File: config.mk
export PLATFORM = sky130hd
export DESIGN_NAME = tfci_slot_mapper
export DESIGN_NICKNAME = d
export VERILOG_FILES = /design/src/tfci_pkg.sv /design/src/tfci_slot_plan.sv /design/src/tfci_slot_mapper.sv
export SDC_FILE = /design/constraint.sdc
export NUM_CORES = 1
export LEC_CHECK = 0
export BUFFER_PORTS_ARGS = -buffer_cell sky130_fd_sc_hd__buf_2
export CAP_MARGIN = 20
export CORE_MARGIN = 8
export CORE_UTILIZATION = 25
export CTS_CLUSTER_DIAMETER = 100
export CTS_CLUSTER_SIZE = 28
export DETAILED_ROUTE_END_ITERATION = 16
export PLACE_DENSITY = 0.49
export SYNTH_ARGS = -nofsm -noshare
export SYNTH_HDL_FRONTEND = slang
export SYNTH_SLANG_ARGS = --single-unit
File: constraint.sdc
create_clock -name i_ref_clk -period 8.9 [get_ports i_ref_clk]
set_input_delay 1.78 -clock i_ref_clk [delete_from_list [all_inputs] [get_ports i_ref_clk]]
set_output_delay 1.78 -clock i_ref_clk [all_outputs]
set_load 0.01 [all_outputs]
File: src/tfci_pkg.sv
// constants and carrier types shared by the slot mapper files
package tfci_pkg;
  localparam logic [7:0] ADDR_CTRL   = 8'h00;
  localparam logic [7:0] ADDR_GAP    = 8'h04;
  localparam logic [7:0] ADDR_WORD   = 8'h08;
  localparam logic [7:0] ADDR_CMD    = 8'h0c;
  localparam logic [7:0] ADDR_STATUS = 8'h10;

  localparam int STAT_BUSY_POS = 0;
  localparam int STAT_ERR_POS  = 1;
  localparam int STAT_DONE_POS = 2;
  localparam int CMD_START_POS = 0;
  localparam int WORD_TOP_POS  = 29;
  localparam int CW1_LSB_POS   = 15;

  localparam logic [6:0]  CTRL_RST = 7'h00;
  localparam logic [11:0] GAP_RST  = 12'h000;
  localparam logic [29:0] WORD_RST = 30'h00000000;

  localparam logic [3:0] LAST_SLOT  = 4'he;
  localparam logic [3:0] SLOT_SPAN  = 4'he;
  localparam logic [3:0] GAP3_FIRST = 4'h3;
  localparam logic [3:0] GAP4_EMPTY = 4'h4;
  localparam logic [3:0] GAP4_FIRST = 4'h5;
  localparam logic [6:0] TOP_NARROW = 7'h1d;
  localparam logic [6:0] TOP_WIDE   = 7'h77;
  localparam logic [7:0] ORIG_BITS  = 8'h1e;
  localparam logic [7:0] WORD_MOD   = 8'h1e;
  localparam logic [4:0] ORIG_TOP   = 5'h1d;
  localparam logic [6:0] ZH_NARROW  = 7'h01;
  localparam logic [6:0] ZH_WIDE    = 7'h04;

  // bit 0 is split, bit 6 is sf_below_128
  typedef struct packed {
    logic sf_below_128;
    logic uplink;
    logic tgl4;
    logic method_b;
    logic compressed;
    logic wide;
    logic split;
  } cfg_type;

  typedef struct packed {
    logic [3:0] nbits;
    logic [3:0] last;
    logic [3:0] first;
  } gap_type;

  typedef struct packed {
    logic [6:0] start;
    logic [3:0] len;
  } plan_type;

  typedef enum logic [1:0] {
    ST_IDLE = 2'b01,
    ST_EMIT = 2'b10
  } state_type;
endpackage

File: src/tfci_slot_plan.sv
// per-slot bit count for the active mode, and first sequence index in every mode but method B, where start stays at top
`timescale 1ns/1ns
`default_nettype none
module tfci_slot_plan
  import tfci_pkg::*;
(
  input  wire cfg_type    i_cfg,
  input  wire gap_type    i_gap,
  input  wire logic [3:0] i_slot,
  output var  plan_type   o_plan
);
  logic [6:0] zh;
  logic [6:0] top;
  logic [6:0] z2;
  logic [6:0] z3;
  logic [6:0] z5;
  logic [6:0] sl;
  logic [6:0] rel;
  logic [6:0] x;

  assign zh  = i_cfg.wide ? ZH_WIDE : ZH_NARROW;
  assign top = i_cfg.wide ? TOP_WIDE : TOP_NARROW;
  assign z2  = 7'(zh * 7'h02);
  assign z3  = 7'(zh * 7'h03);
  assign z5  = 7'(zh * 7'h05);
  assign sl  = {3'h0, i_slot};

  always_comb begin
    o_plan = '0;
    rel    = 7'h00;
    x      = 7'h00;
    if (!i_cfg.compressed) begin
      o_plan.start = 7'(top - 7'(z2 * sl));
      o_plan.len   = z2[3:0];
    end else if (i_cfg.method_b) begin
      o_plan.start = top;
      // gap slots carry nothing, others take the widened field
      if (i_slot < i_gap.first || i_slot > i_gap.last) begin
        o_plan.len = i_gap.nbits;
      end
    end else if (!i_cfg.tgl4) begin
      if (i_slot >= GAP3_FIRST) begin
        rel = 7'(sl - {3'h0, GAP3_FIRST});
        x   = rel >> 1;
        if (!rel[0]) begin
          o_plan.start = 7'(top - 7'(z5 * x));
          o_plan.len   = z3[3:0];
        end else begin
          o_plan.start = 7'(top - z3 - 7'(z5 * x));
          o_plan.len   = z2[3:0];
        end
      end
    end else if (i_slot >= GAP4_FIRST) begin
      x            = 7'(sl - {3'h0, GAP4_FIRST});
      o_plan.start = 7'(top - 7'(z3 * x));
      o_plan.len   = z3[3:0];
    end
  end
endmodule
`default_nettype wire

File: src/tfci_slot_mapper.sv
// slot mapper top: register slave, frame sequencer and bit stream out
`timescale 1ns/1ns
`default_nettype none
module tfci_slot_mapper
  import tfci_pkg::*;
(
  input  wire logic        i_ref_clk,
  input  wire logic        i_rst,
  input  wire logic        i_psel,
  input  wire logic        i_penable,
  input  wire logic        i_pwrite,
  input  wire logic [7:0]  i_paddr,
  input  wire logic [31:0] i_pwdata,
  output var  logic [31:0] o_prdata,
  output var  logic        o_pready,
  output var  logic        o_pslverr,
  input  wire logic        i_ready,
  output var  logic        o_valid,
  output var  logic        o_bit,
  output var  logic [3:0]  o_slot
);
  cfg_type     cfg_r;
  gap_type     gap_r;
  logic [29:0] word_r;
  logic        err_r;
  logic        done_r;
  logic [31:0] prdata_r;
  logic [31:0] rd_nxt;
  logic        pready_r;
  logic        pslverr_r;
  state_type   state_r;
  logic [3:0]  slot_r;
  logic [3:0]  pos_r;
  logic [7:0]  seq_r;
  logic        valid_r;
  logic        bit_r;
  logic [3:0]  slot_out_r;
  logic [3:0]  out_pos_r;
  logic        first_r;
  logic        first_out_r;
  plan_type    plan;

  logic        setup;
  logic        wr_en;
  logic        busy;
  logic        start_req;
  logic        start_ok;
  logic        start_bad;
  logic        clr_stat;
  logic        cfg_bad;
  logic        can_load;
  logic        last_pos;
  logic        emit;
  logic        finish;
  logic [7:0]  blk;
  logic [4:0]  e_idx;
  logic [7:0]  rep_j;
  logic [4:0]  rep_m;
  logic [6:0]  b_idx;
  logic [6:0]  c_idx;
  logic [3:0]  tx_slots;
  logic [7:0]  d_total;

  function automatic logic addr_known(input logic [7:0] a);
    logic hit;
    hit = 1'b0;
    if (a == ADDR_CTRL) begin
      hit = 1'b1;
    end else if (a == ADDR_GAP) begin
      hit = 1'b1;
    end else if (a == ADDR_WORD) begin
      hit = 1'b1;
    end else if (a == ADDR_CMD) begin
      hit = 1'b1;
    end else if (a == ADDR_STATUS) begin
      hit = 1'b1;
    end
    return hit;
  endfunction

  // value of sequence bit idx taken out of the held code word(s)
  function automatic logic seq_bit(input logic [29:0] w,
                                   input logic [6:0]  idx,
                                   input cfg_type     c);
    logic [4:0] k;
    logic       sub;
    k   = 5'h00;
    sub = 1'b0;
    if (!c.split) begin
      k = c.wide ? idx[6:2] : idx[4:0];
      return w[k];
    end
    k   = c.wide ? {1'b0, idx[6:3]} : idx[5:1];
    sub = c.wide ? idx[2] : idx[0];
    // upper half of the sub-group is the first word
    return sub ? w[5'(k + 5'(CW1_LSB_POS))] : w[k];
  endfunction

  assign setup     = i_psel & ~i_penable;
  assign wr_en     = i_psel & i_penable & i_pwrite & pready_r;
  assign busy      = (state_r == ST_EMIT);
  assign start_req = wr_en & (i_paddr == ADDR_CMD) & i_pwdata[CMD_START_POS];
  assign start_ok  = start_req & ~busy & ~cfg_bad;
  assign start_bad = start_req & ~busy & cfg_bad;
  assign clr_stat  = wr_en & (i_paddr == ADDR_STATUS);

  // transmitted slots and field total of an uplink compressed frame
  assign tx_slots = 4'(SLOT_SPAN + gap_r.first - gap_r.last);
  // operands widened first so the product keeps its upper bits
  assign d_total  = 8'({4'h0, gap_r.nbits} * {4'h0, tx_slots});

  always_comb begin
    cfg_bad = 1'b0;
    if (cfg_r.wide && (cfg_r.uplink || !cfg_r.sf_below_128)) begin
      cfg_bad = 1'b1;
    end
    if (cfg_r.compressed && cfg_r.method_b) begin
      if (!cfg_r.uplink) begin
        cfg_bad = 1'b1;
      end
      // repetition wraps on 30 bits, so the field must hold them all
      if (cfg_r.wide || gap_r.first > gap_r.last ||
          gap_r.last > LAST_SLOT || d_total < ORIG_BITS) begin
        cfg_bad = 1'b1;
      end
    end
    if (cfg_r.compressed && !cfg_r.method_b && cfg_r.uplink) begin
      cfg_bad = 1'b1;
    end
  end

  always_ff @(posedge i_ref_clk or posedge i_rst) begin
    if (i_rst) begin
      pready_r  <= 1'b0;
      pslverr_r <= 1'b0;
      prdata_r  <= 32'h00000000;
    end else begin
      pready_r  <= setup;
      pslverr_r <= setup & ~addr_known(i_paddr);
      if (setup && !i_pwrite) begin
        prdata_r <= rd_nxt;
      end
    end
  end

  always_comb begin
    rd_nxt = 32'h00000000;
    if (i_paddr == ADDR_CTRL) begin
      rd_nxt = {25'h0000000, cfg_r};
    end else if (i_paddr == ADDR_GAP) begin
      rd_nxt = {20'h00000, gap_r};
    end else if (i_paddr == ADDR_WORD) begin
      rd_nxt = {2'h0, word_r};
    end else if (i_paddr == ADDR_STATUS) begin
      rd_nxt[STAT_BUSY_POS] = busy;
      rd_nxt[STAT_ERR_POS]  = err_r;
      rd_nxt[STAT_DONE_POS] = done_r;
    end
  end

  // configuration is frozen while a frame is being sent
  always_ff @(posedge i_ref_clk or posedge i_rst) begin
    if (i_rst) begin
      cfg_r  <= CTRL_RST;
      gap_r  <= GAP_RST;
      word_r <= WORD_RST;
    end else if (wr_en && !busy) begin
      if (i_paddr == ADDR_CTRL) begin
        cfg_r <= i_pwdata[6:0];
      end else if (i_paddr == ADDR_GAP) begin
        gap_r <= i_pwdata[11:0];
      end else if (i_paddr == ADDR_WORD) begin
        word_r <= i_pwdata[29:0];
      end
    end
  end

  // sticky flags, write one to clear; a new event beats the clear
  always_ff @(posedge i_ref_clk or posedge i_rst) begin
    if (i_rst) begin
      err_r  <= 1'b0;
      done_r <= 1'b0;
    end else begin
      err_r  <= start_bad |
                (err_r & ~(clr_stat & i_pwdata[STAT_ERR_POS]));
      done_r <= finish |
                (done_r & ~(clr_stat & i_pwdata[STAT_DONE_POS]));
    end
  end

  tfci_slot_plan u_plan (
    .i_cfg  (cfg_r),
    .i_gap  (gap_r),
    .i_slot (slot_r),
    .o_plan (plan)
  );

  // uplink method B: originals 29..0, then repeats wrapping from E
  assign blk   = 8'({4'h0, gap_r.first} * {4'h0, gap_r.nbits});
  assign e_idx = 5'(ORIG_TOP - 5'(blk % WORD_MOD));
  assign rep_j = 8'(seq_r - ORIG_BITS);
  assign rep_m = 5'(rep_j % WORD_MOD);

  always_comb begin
    if (seq_r < ORIG_BITS) begin
      b_idx = 7'(ORIG_BITS - 8'h01 - seq_r);
    end else if (e_idx >= rep_m) begin
      b_idx = {2'h0, 5'(e_idx - rep_m)};
    end else begin
      b_idx = 7'({2'h0, e_idx} + 7'(WORD_MOD) - {2'h0, rep_m});
    end
  end

  // descending index inside a slot puts the high bit first
  assign c_idx    = cfg_r.compressed && cfg_r.method_b ? b_idx :
                    7'(plan.start - {3'h0, pos_r});
  assign can_load = ~valid_r | i_ready;
  assign last_pos = (pos_r == 4'(plan.len - 4'h1));
  assign emit     = busy & (plan.len != 4'h0) & can_load;
  assign finish   = busy & (slot_r == LAST_SLOT) &
                    ((plan.len == 4'h0) | (can_load & last_pos));

  always_ff @(posedge i_ref_clk or posedge i_rst) begin
    if (i_rst) begin
      state_r <= ST_IDLE;
      slot_r  <= 4'h0;
      pos_r   <= 4'h0;
      seq_r   <= 8'h00;
    end else begin
      case (state_r)
        ST_IDLE: begin
          if (start_ok) begin
            state_r <= ST_EMIT;
            slot_r  <= 4'h0;
            pos_r   <= 4'h0;
            seq_r   <= 8'h00;
          end
        end
        ST_EMIT: begin
          if (emit) begin
            seq_r <= 8'(seq_r + 8'h01);
          end
          // empty slots (gap, slot 4 of a four-slot gap) pass at once
          if (plan.len == 4'h0 || (can_load && last_pos)) begin
            pos_r <= 4'h0;
            if (slot_r == LAST_SLOT) begin
              state_r <= ST_IDLE;
            end else begin
              slot_r <= 4'(slot_r + 4'h1);
            end
          end else if (can_load) begin
            pos_r <= 4'(pos_r + 4'h1);
          end
        end
        default: begin
          state_r <= ST_IDLE;
        end
      endcase
    end
  end

  // output stage holds a bit until the assembler takes it
  always_ff @(posedge i_ref_clk or posedge i_rst) begin
    if (i_rst) begin
      valid_r     <= 1'b0;
      bit_r       <= 1'b0;
      slot_out_r  <= 4'h0;
      out_pos_r   <= 4'h0;
      first_out_r <= 1'b0;
    end else if (emit) begin
      valid_r     <= 1'b1;
      bit_r       <= seq_bit(word_r, c_idx, cfg_r);
      slot_out_r  <= slot_r;
      out_pos_r   <= pos_r;
      first_out_r <= first_r;
    end else if (i_ready) begin
      valid_r <= 1'b0;
    end
  end

  always_ff @(posedge i_ref_clk or posedge i_rst) begin
    if (i_rst) begin
      first_r <= 1'b0;
    end else if (start_ok) begin
      first_r <= 1'b1;
    end else if (emit) begin
      first_r <= 1'b0;
    end
  end

  assign o_prdata  = prdata_r;
  assign o_pready  = pready_r;
  assign o_pslverr = pslverr_r;
  assign o_valid   = valid_r;
  assign o_bit     = bit_r;
  assign o_slot    = slot_out_r;
endmodule
`default_nettype wire

; ---- After elaboration in Yosys (flattened, before gate mapping)
; Cells that the tools add are included.
[op_classes]
addsub = 21
n_mul = 7
n_div = 2
n_lt_le_gt_ge = 12
n_eq_ne = 14
mux = 57
bitwise = 33
n_reduce_logical = 29
[op_table]
columns = operator, count
row1 = 11-bit 2-to-1 mux, 6
row2 = 30-bit 2-to-1 mux, 2
row3 = 7-bit subtractor, 5
row4 = 7-bit 2-to-1 mux, 4
row5 = 27-bit 2-to-1 mux, 1
row6 = 4-bit 2-to-1 mux, 6
row7 = 1-bit 2-to-1 mux, 21
row8 = 1-bit AND, 20
row9 = "5-bit by 6-bit < comparator with 1-bit output, second input constant", 3
row10 = "8-bit by 4-bit equality test with 1-bit output, second input constant", 2
row11 = "8-bit by 5-bit < comparator with 1-bit output, second input constant", 2
row12 = "8-bit by 5-bit remainder unit with 8-bit output, second input constant", 2
row13 = 4-bit by 4-bit multiplier with 8-bit output, 2
row14 = 8-bit 2-to-1 mux, 2
row15 = 4-bit one-hot mux with 2 select lines, 2
row16 = 8-bit one-hot mux with 2 select lines, 1
row17 = 1-bit binary-select mux with 5-bit select, 3
row18 = 3-bit AND reduction, 4
row19 = 5-bit 2-to-1 mux, 2
row20 = 3-bit 2-to-1 mux, 3
row21 = 1-bit NOT, 9
row22 = "4-bit by 1-bit adder with 4-bit output, second input constant", 2
row23 = "8-bit by 1-bit adder with 8-bit output, second input constant", 1
row24 = "8-bit by 3-bit equality test with 1-bit output, second input constant", 1
row25 = 44 further kinds, 69
[word_totals]
reg_bits = 109
inputBits = 46
out_inout_bits = 40

; ---- Logic depth before layout (Yosys ltp)
[logic_depth]
ltp_word = 17
depth_mapped = 41
depth_no_buf = 38

; ---- Cells and area by module
; From an unflattened synthesis, not the netlist that was laid out.
[hier_totals]
hier_cells = 1326
area_unflattened_um2 = 11183.2
[by_module_without_submodules]
columns = module, instances, cells_per_inst, area_each_um2, seq_area_each_um2
row1 = tfci_slot_mapper, 1, 1053, 9195.1, 2678.8
row2 = tfci_slot_plan, 1, 273, 1988.2, 0.0

; ---- Worst setup path after synthesis
; OpenSTA, ideal clock, no wires.
[synth_path]
path_kind = register -> register
start = register gap_r[11] (netlist name)
end = register bit_r (netlist: o_bit)
t_arrival_ps = 8778
slack_ps = -11
stages_incl_launch_ff = 36
n_path_buf = 2
period_less_slack_ps = 8911
cell_sequence = dfrtp_1 > clkbuf_1 > nand2_1 > fa_1 > fa_1 > inv_1 > ha_1 > a21o_1 > a211oi_1 > nor2_1 > ha_1 > nand4b_1 > o21ai_0 > a311o_1 > o22a_1 > a2111oi_1 > a21oi_1 > ha_1 > o22ai_1 > inv_1 > ha_1 > inv_1 > ha_1 > fa_1 > or4_1 > o32a_1 > a31o_2 > a31oi_1 > clkbuf_1 > mux2i_1 > nand2_1 > nand3_1 > a21oi_1 > or3_1 > a32oi_1 > o31ai_2
[synth_between]
elab_chain_cells = 14
elab_cells_between_ends = 29
[synth_rtl]
columns = item, line
row1 = from (decl), tfci_slot_mapper.sv:23  ; gap_type gap_r;
row2 = from (signal assigned), tfci_slot_mapper.sv:171  ; gap_r <= i_pwdata[11:0];
row3 = 4-bit by 4-bit multiplier with 8-bit output, tfci_slot_mapper.sv:199  ; assign blk = 8'({4'h0, gap_r.first} * {4'h0, gap_r.nbits});
row4 = 8-bit by 5-bit remainder unit with 8-bit output, tfci_slot_mapper.sv:200  ; assign e_idx = 5'(ORIG_TOP - 5'(blk % WORD_MOD));
row5 = 5-bit subtractor, tfci_slot_mapper.sv:200
row6 = 5-bit by 5-bit adder with 6-bit output, tfci_slot_mapper.sv:210  ; b_idx = 7'({2'h0, e_idx} + 7'(WORD_MOD) - {2'h0, rep_m});
row7 = 6-bit by 5-bit subtractor with 7-bit output, tfci_slot_mapper.sv:210
row8 = 7-bit 2-to-1 mux, tfci_slot_mapper.sv:207  ; end else if (e_idx >= rep_m) begin
row9 = 7-bit 2-to-1 mux, tfci_slot_mapper.sv:205  ; if (seq_r < ORIG_BITS) begin
row10 = 7-bit 2-to-1 mux, tfci_slot_mapper.sv:215  ; assign c_idx = cfg_r.compressed && cfg_r.method_b ? b_idx :
row11 = 5-bit 2-to-1 mux, tfci_slot_mapper.sv:93  ; k = c.wide ? {1'b0, idx[6:3]} : idx[5:1];
row12 = 5-bit by 4-bit adder with 5-bit output, tfci_slot_mapper.sv:96  ; return sub ? w[5'(k + 5'(CW1_LSB_POS))] : w[k];
row13 = 1-bit binary-select mux with 5-bit select, tfci_slot_mapper.sv:96
row14 = 1-bit 2-to-1 mux (not written as such), tfci_slot_mapper.sv:96
row15 = 1-bit 2-to-1 mux, tfci_slot_mapper.sv:96
row16 = 1-bit 2-to-1 mux, tfci_slot_mapper.sv:93
row17 = to (signal assigned), tfci_slot_mapper.sv:272  ; bit_r <= seq_bit(word_r, c_idx, cfg_r);
row18 = to (decl), tfci_slot_mapper.sv:36  ; logic bit_r;
; Several ways; a longest one is shown, not always the timed one. The select of a mux whose other input is x is not followed.
; A chain may end at the register's enable or synchronous reset.

; ---- Worst setup path after layout
[layout_path]
start = register gap_r[9] (netlist name)
end = register bit_r (netlist: o_bit)
; The elaborated chain is that of the path after synthesis.

==> reports/results.txt <==
Avg Cell Area, Syn -> 8.612 sq um
I/O Pins -> 86
post-route clock skew -> 0.01296 ns
most frequent cells in the layout -> nand2_1 (139), dfrtp_1 (106), ha_1 (98)
grt total ovfl -> 0
Root Driver -> clkbuf_16
RR Startpoint -> gap_r[9]
Yosys reg bits -> 107
cells after synthesis -> 1275
GR Layer Usage met1 -> 16.77%
Power Density -> 188.4 nW/um^2
ratio of final minimum period to clock period -> 96.32%
Rel. slew slack -> 43.42%
CP max stage cell -> fa_2
Vias/cell -> 4.941
Initial Util -> 25.43%
GRT met2 Usage -> 20.00%
final worst slack -> 0.3276 ns
Die ar. -> 50880 sq um
GRT busiest layer -> met2
hold buffer count at CTS -> 0
clock network fraction of total power -> 17.5%
Synth cell types -> 98
Fillers -> 4598
initial antenna violation count -> 1
Net Sw Power -> 1.064 mW
Post-synth EDFFs -> 0
CP Max Fanout -> 10
initial DRC count -> 600
Tightest Hold Check Type -> reg -> reg
most common cell after layout, fill and taps aside -> nand2_1
worst slew pin tran -> 0.8399 ns
Worst path most repeated cell -> buf_4
vias in the first global route -> 9556
Core Util, Final -> 30.21%
clock buffer depth -> 2
Critical path origin -> gap_r[9]
share of cells above drive strength 1 -> 22.66%
Routed Antenna Nets -> 0
worst-skew pair later-pin latency -> 0.36 ns
Pins Over Slew Limit -> 0
Port Buffers -> 81
required time worst endpoint -> 9.12 ns
status -> finished, final reports clean
first-pass GRT wire length -> 51.23 mm
Internal Power -> 1.393 mW
CTS clock-pin slew for the worst setup and hold paths -> 0.08 ns
reg2reg path depth -> 36
Setup crit start kind -> flop
Max Fclk -> 0.1167 GHz
num rows -> 76
Worst Path Arrival -> 8.80 ns
GR Layer Usage met3 -> 1.310%
H-tree depth -> 3
Setup crit end kind -> flop
Gate power share -> 60.3%
routed wire length -> 32.25 mm
Die Ht -> 225.6 microns
max-cap violations -> 0
Async SR Flop Fraction -> 100.0%
internal reg-to-reg setup slack -> 0.33 ns
drt first pass iters -> 5
Crit Path Class -> reg -> reg
Sw Ratio -> 43.30%
DP HPWL -> 24.71 mm
RR Endpoint -> o_bit
Worst IR Drop VDD -> 0.1016 mV
fin nets -> 1548
Layout Area Growth over Synthesis -> 18.76%
DRC Markers -> 0
Pwr Total -> 2.457 mW
largest net degree at the start of global routing -> 75
final setup violation count -> 0
RePlAce Congestion -> 0.8204
TritonCTS clock tree -> yes
setup TNS after final layout -> 0 ns
leak pwr -> 6.043 nW
Syn Std Cell Area -> 10980 sq um
Crit path largest cell delay -> 0.57 ns
die width -> 225.6 microns
drt wl/cell -> 16.40 microns
Seq/Total Area, Yosys -> 24.40%
vias -> 9719
CTS Buf Count -> 9
dpl ws -> -0.05266 ns
Final Instance Area -> 13040 sq um
GRT Total Usage -> 12.23%
Most used DFF post-synth -> dfrtp_1
clk sinks -> 107
Placed Instance Area -> 12240 sq um
Syn. warnings -> 0
fin crit period -> 8.572 ns
hold violation count in the final report -> 0
Core ar. -> 43170 sq um
destination of the critical timing path -> o_bit
sequential share of power -> 22.2%
## worst min path at each step
| stage | startpoint | end | depth (start not counted) |
|---|---|---|---|
| 5_1_grt | o_prdata[21] | o_prdata[21] | 2 |
| 3_5_place_dp | o_prdata[22] | o_prdata[22] | 2 |
| 3_3_place_gp | o_prdata[21] | o_prdata[21] | 2 |
| 4_1_cts | o_prdata[2] | o_prdata[2] | 2 |
| 6_report | o_prdata[2] | o_prdata[2] | 2 |
| 2_1_floorplan | err_r | err_r | 2 |
## logic make-up after synthesis
| group | after synthesis | synth area share [%] |
|---|---|---|
| AOI/OAI and AO/OA | 301 | 19.45 |
| adders and majority gates | 127 | 15.95 |
| and+or+nand+nor | 409 | 18.22 |
| DFF | 107 | 24.40 |
| other | 1 | 0.03415 |
| muxes | 106 | 10.76 |
| xor gates and xnor gates | 61 | 5.185 |
| buffers and inverters | 163 | 6.005 |
## cell type report
type | instances | area (sq um) | share of cell area, %
multi-input combinational | 1007 | 7900 | 60.58
sequential | 107 | 2679 | 20.54
timing repair buffer | 152 | 1033 | 7.926
tap | 585 | 732.0 | 5.613
inverter | 99 | 374.1 | 2.869
clock buffer | 9 | 225.2 | 1.727
clock inverter | 7 | 93.84 | 0.7196
antenna | 1 | 2.502 | 0.01919
## cell usage after synthesis, types with 5 or more instances
cell | count | share of area, %
a211o_1 | 5 | 0.40
ha_1 | 104 | 12
mux2i_1 | 40 | 3.6
buf_2 | 5 | 0.23
dfrtp_1 | 106 | 24
and3_1 | 9 | 0.51
a21oi_1 | 53 | 2.4
or2_2 | 5 | 0.28
a221oi_1 | 9 | 0.72
o22ai_1 | 9 | 0.51
xor2_1 | 22 | 1.8
and2_1 | 33 | 1.9
or3_1 | 8 | 0.46
mux2_2 | 62 | 6.4
nor2_1 | 76 | 2.6
inv_1 | 97 | 3.3
clkbuf_1 | 49 | 1.7
a22oi_1 | 7 | 0.48
a211oi_1 | 15 | 1.0
o21ai_0 | 57 | 2.6
nor2b_1 | 19 | 1.1
nand3_1 | 45 | 2.1
nand2b_1 | 16 | 0.91
nand2_1 | 140 | 4.8
nand4_1 | 8 | 0.46
o211ai_1 | 10 | 0.68
fa_1 | 22 | 4.0
o31ai_1 | 12 | 0.82
a31oi_1 | 13 | 0.74
o21bai_1 | 6 | 0.41
xnor2_1 | 36 | 2.9
o21a_1 | 16 | 1.1
a21o_1 | 17 | 1.2
nor4_1 | 7 | 0.40
nor3_1 | 18 | 0.82
## worst max-delay path: cells and delay by family (launching register included)
kind	cells	cell delay (ns)
muxes	1	0.17
adders and majority gates	6	2.50
and+or+nand+nor	9	2.18
AOI/OAI and AO/OA	12	2.19
DFF	1	0.43
xor gates and xnor gates	1	0.23
buffers and inverters	7	0.73
## timing repair
action	CTS	global route
setup endpoints to repair	1	1
gates resized for setup	1	46
pin swaps	0	30
cloned	0	1
hold endpoints to repair	0	0
setup buffers	0	26
## state kept, by name, indices dropped and copies added (netlist names), 2 cells and up
signal and cells:
gap_r 12, o_slot 4, cfg_r 7, o_prdata 30
slot_r 4, word_r 30, seq_r 8, state_r 2
pos_r 4
## layer usage
| metal | wire, microns | share of wire [%] |
|---|---|---|
| met1 | 15550 | 48 |
| met5 | 0 | 0 |
| met3 | 1050 | 3.3 |
| met4 | 704 | 2.2 |
| met2 | 14950 | 46 |
## per-stage QoR
step           std cells  hold slack (ns)
4_1_cts             1938           0.4704
5_1_grt             1966           0.4849
3_3_place_gp        1922           0.4473
2_1_floorplan       1277           0.4485
6_report            1967           0.4634
3_5_place_dp        1922           0.4512
## power groups by stage
stage          clock, mW  sequential (mW)  combinational, mW
2_1_floorplan          0            0.545               1.04
3_3_place_gp           0            0.554               1.37
3_5_place_dp           0            0.554               1.37
4_1_cts            0.442            0.545               1.38
5_1_grt            0.460            0.550               1.65
6_report           0.430            0.545               1.48
No activity file was read; power rests on OpenSTA's default activity.
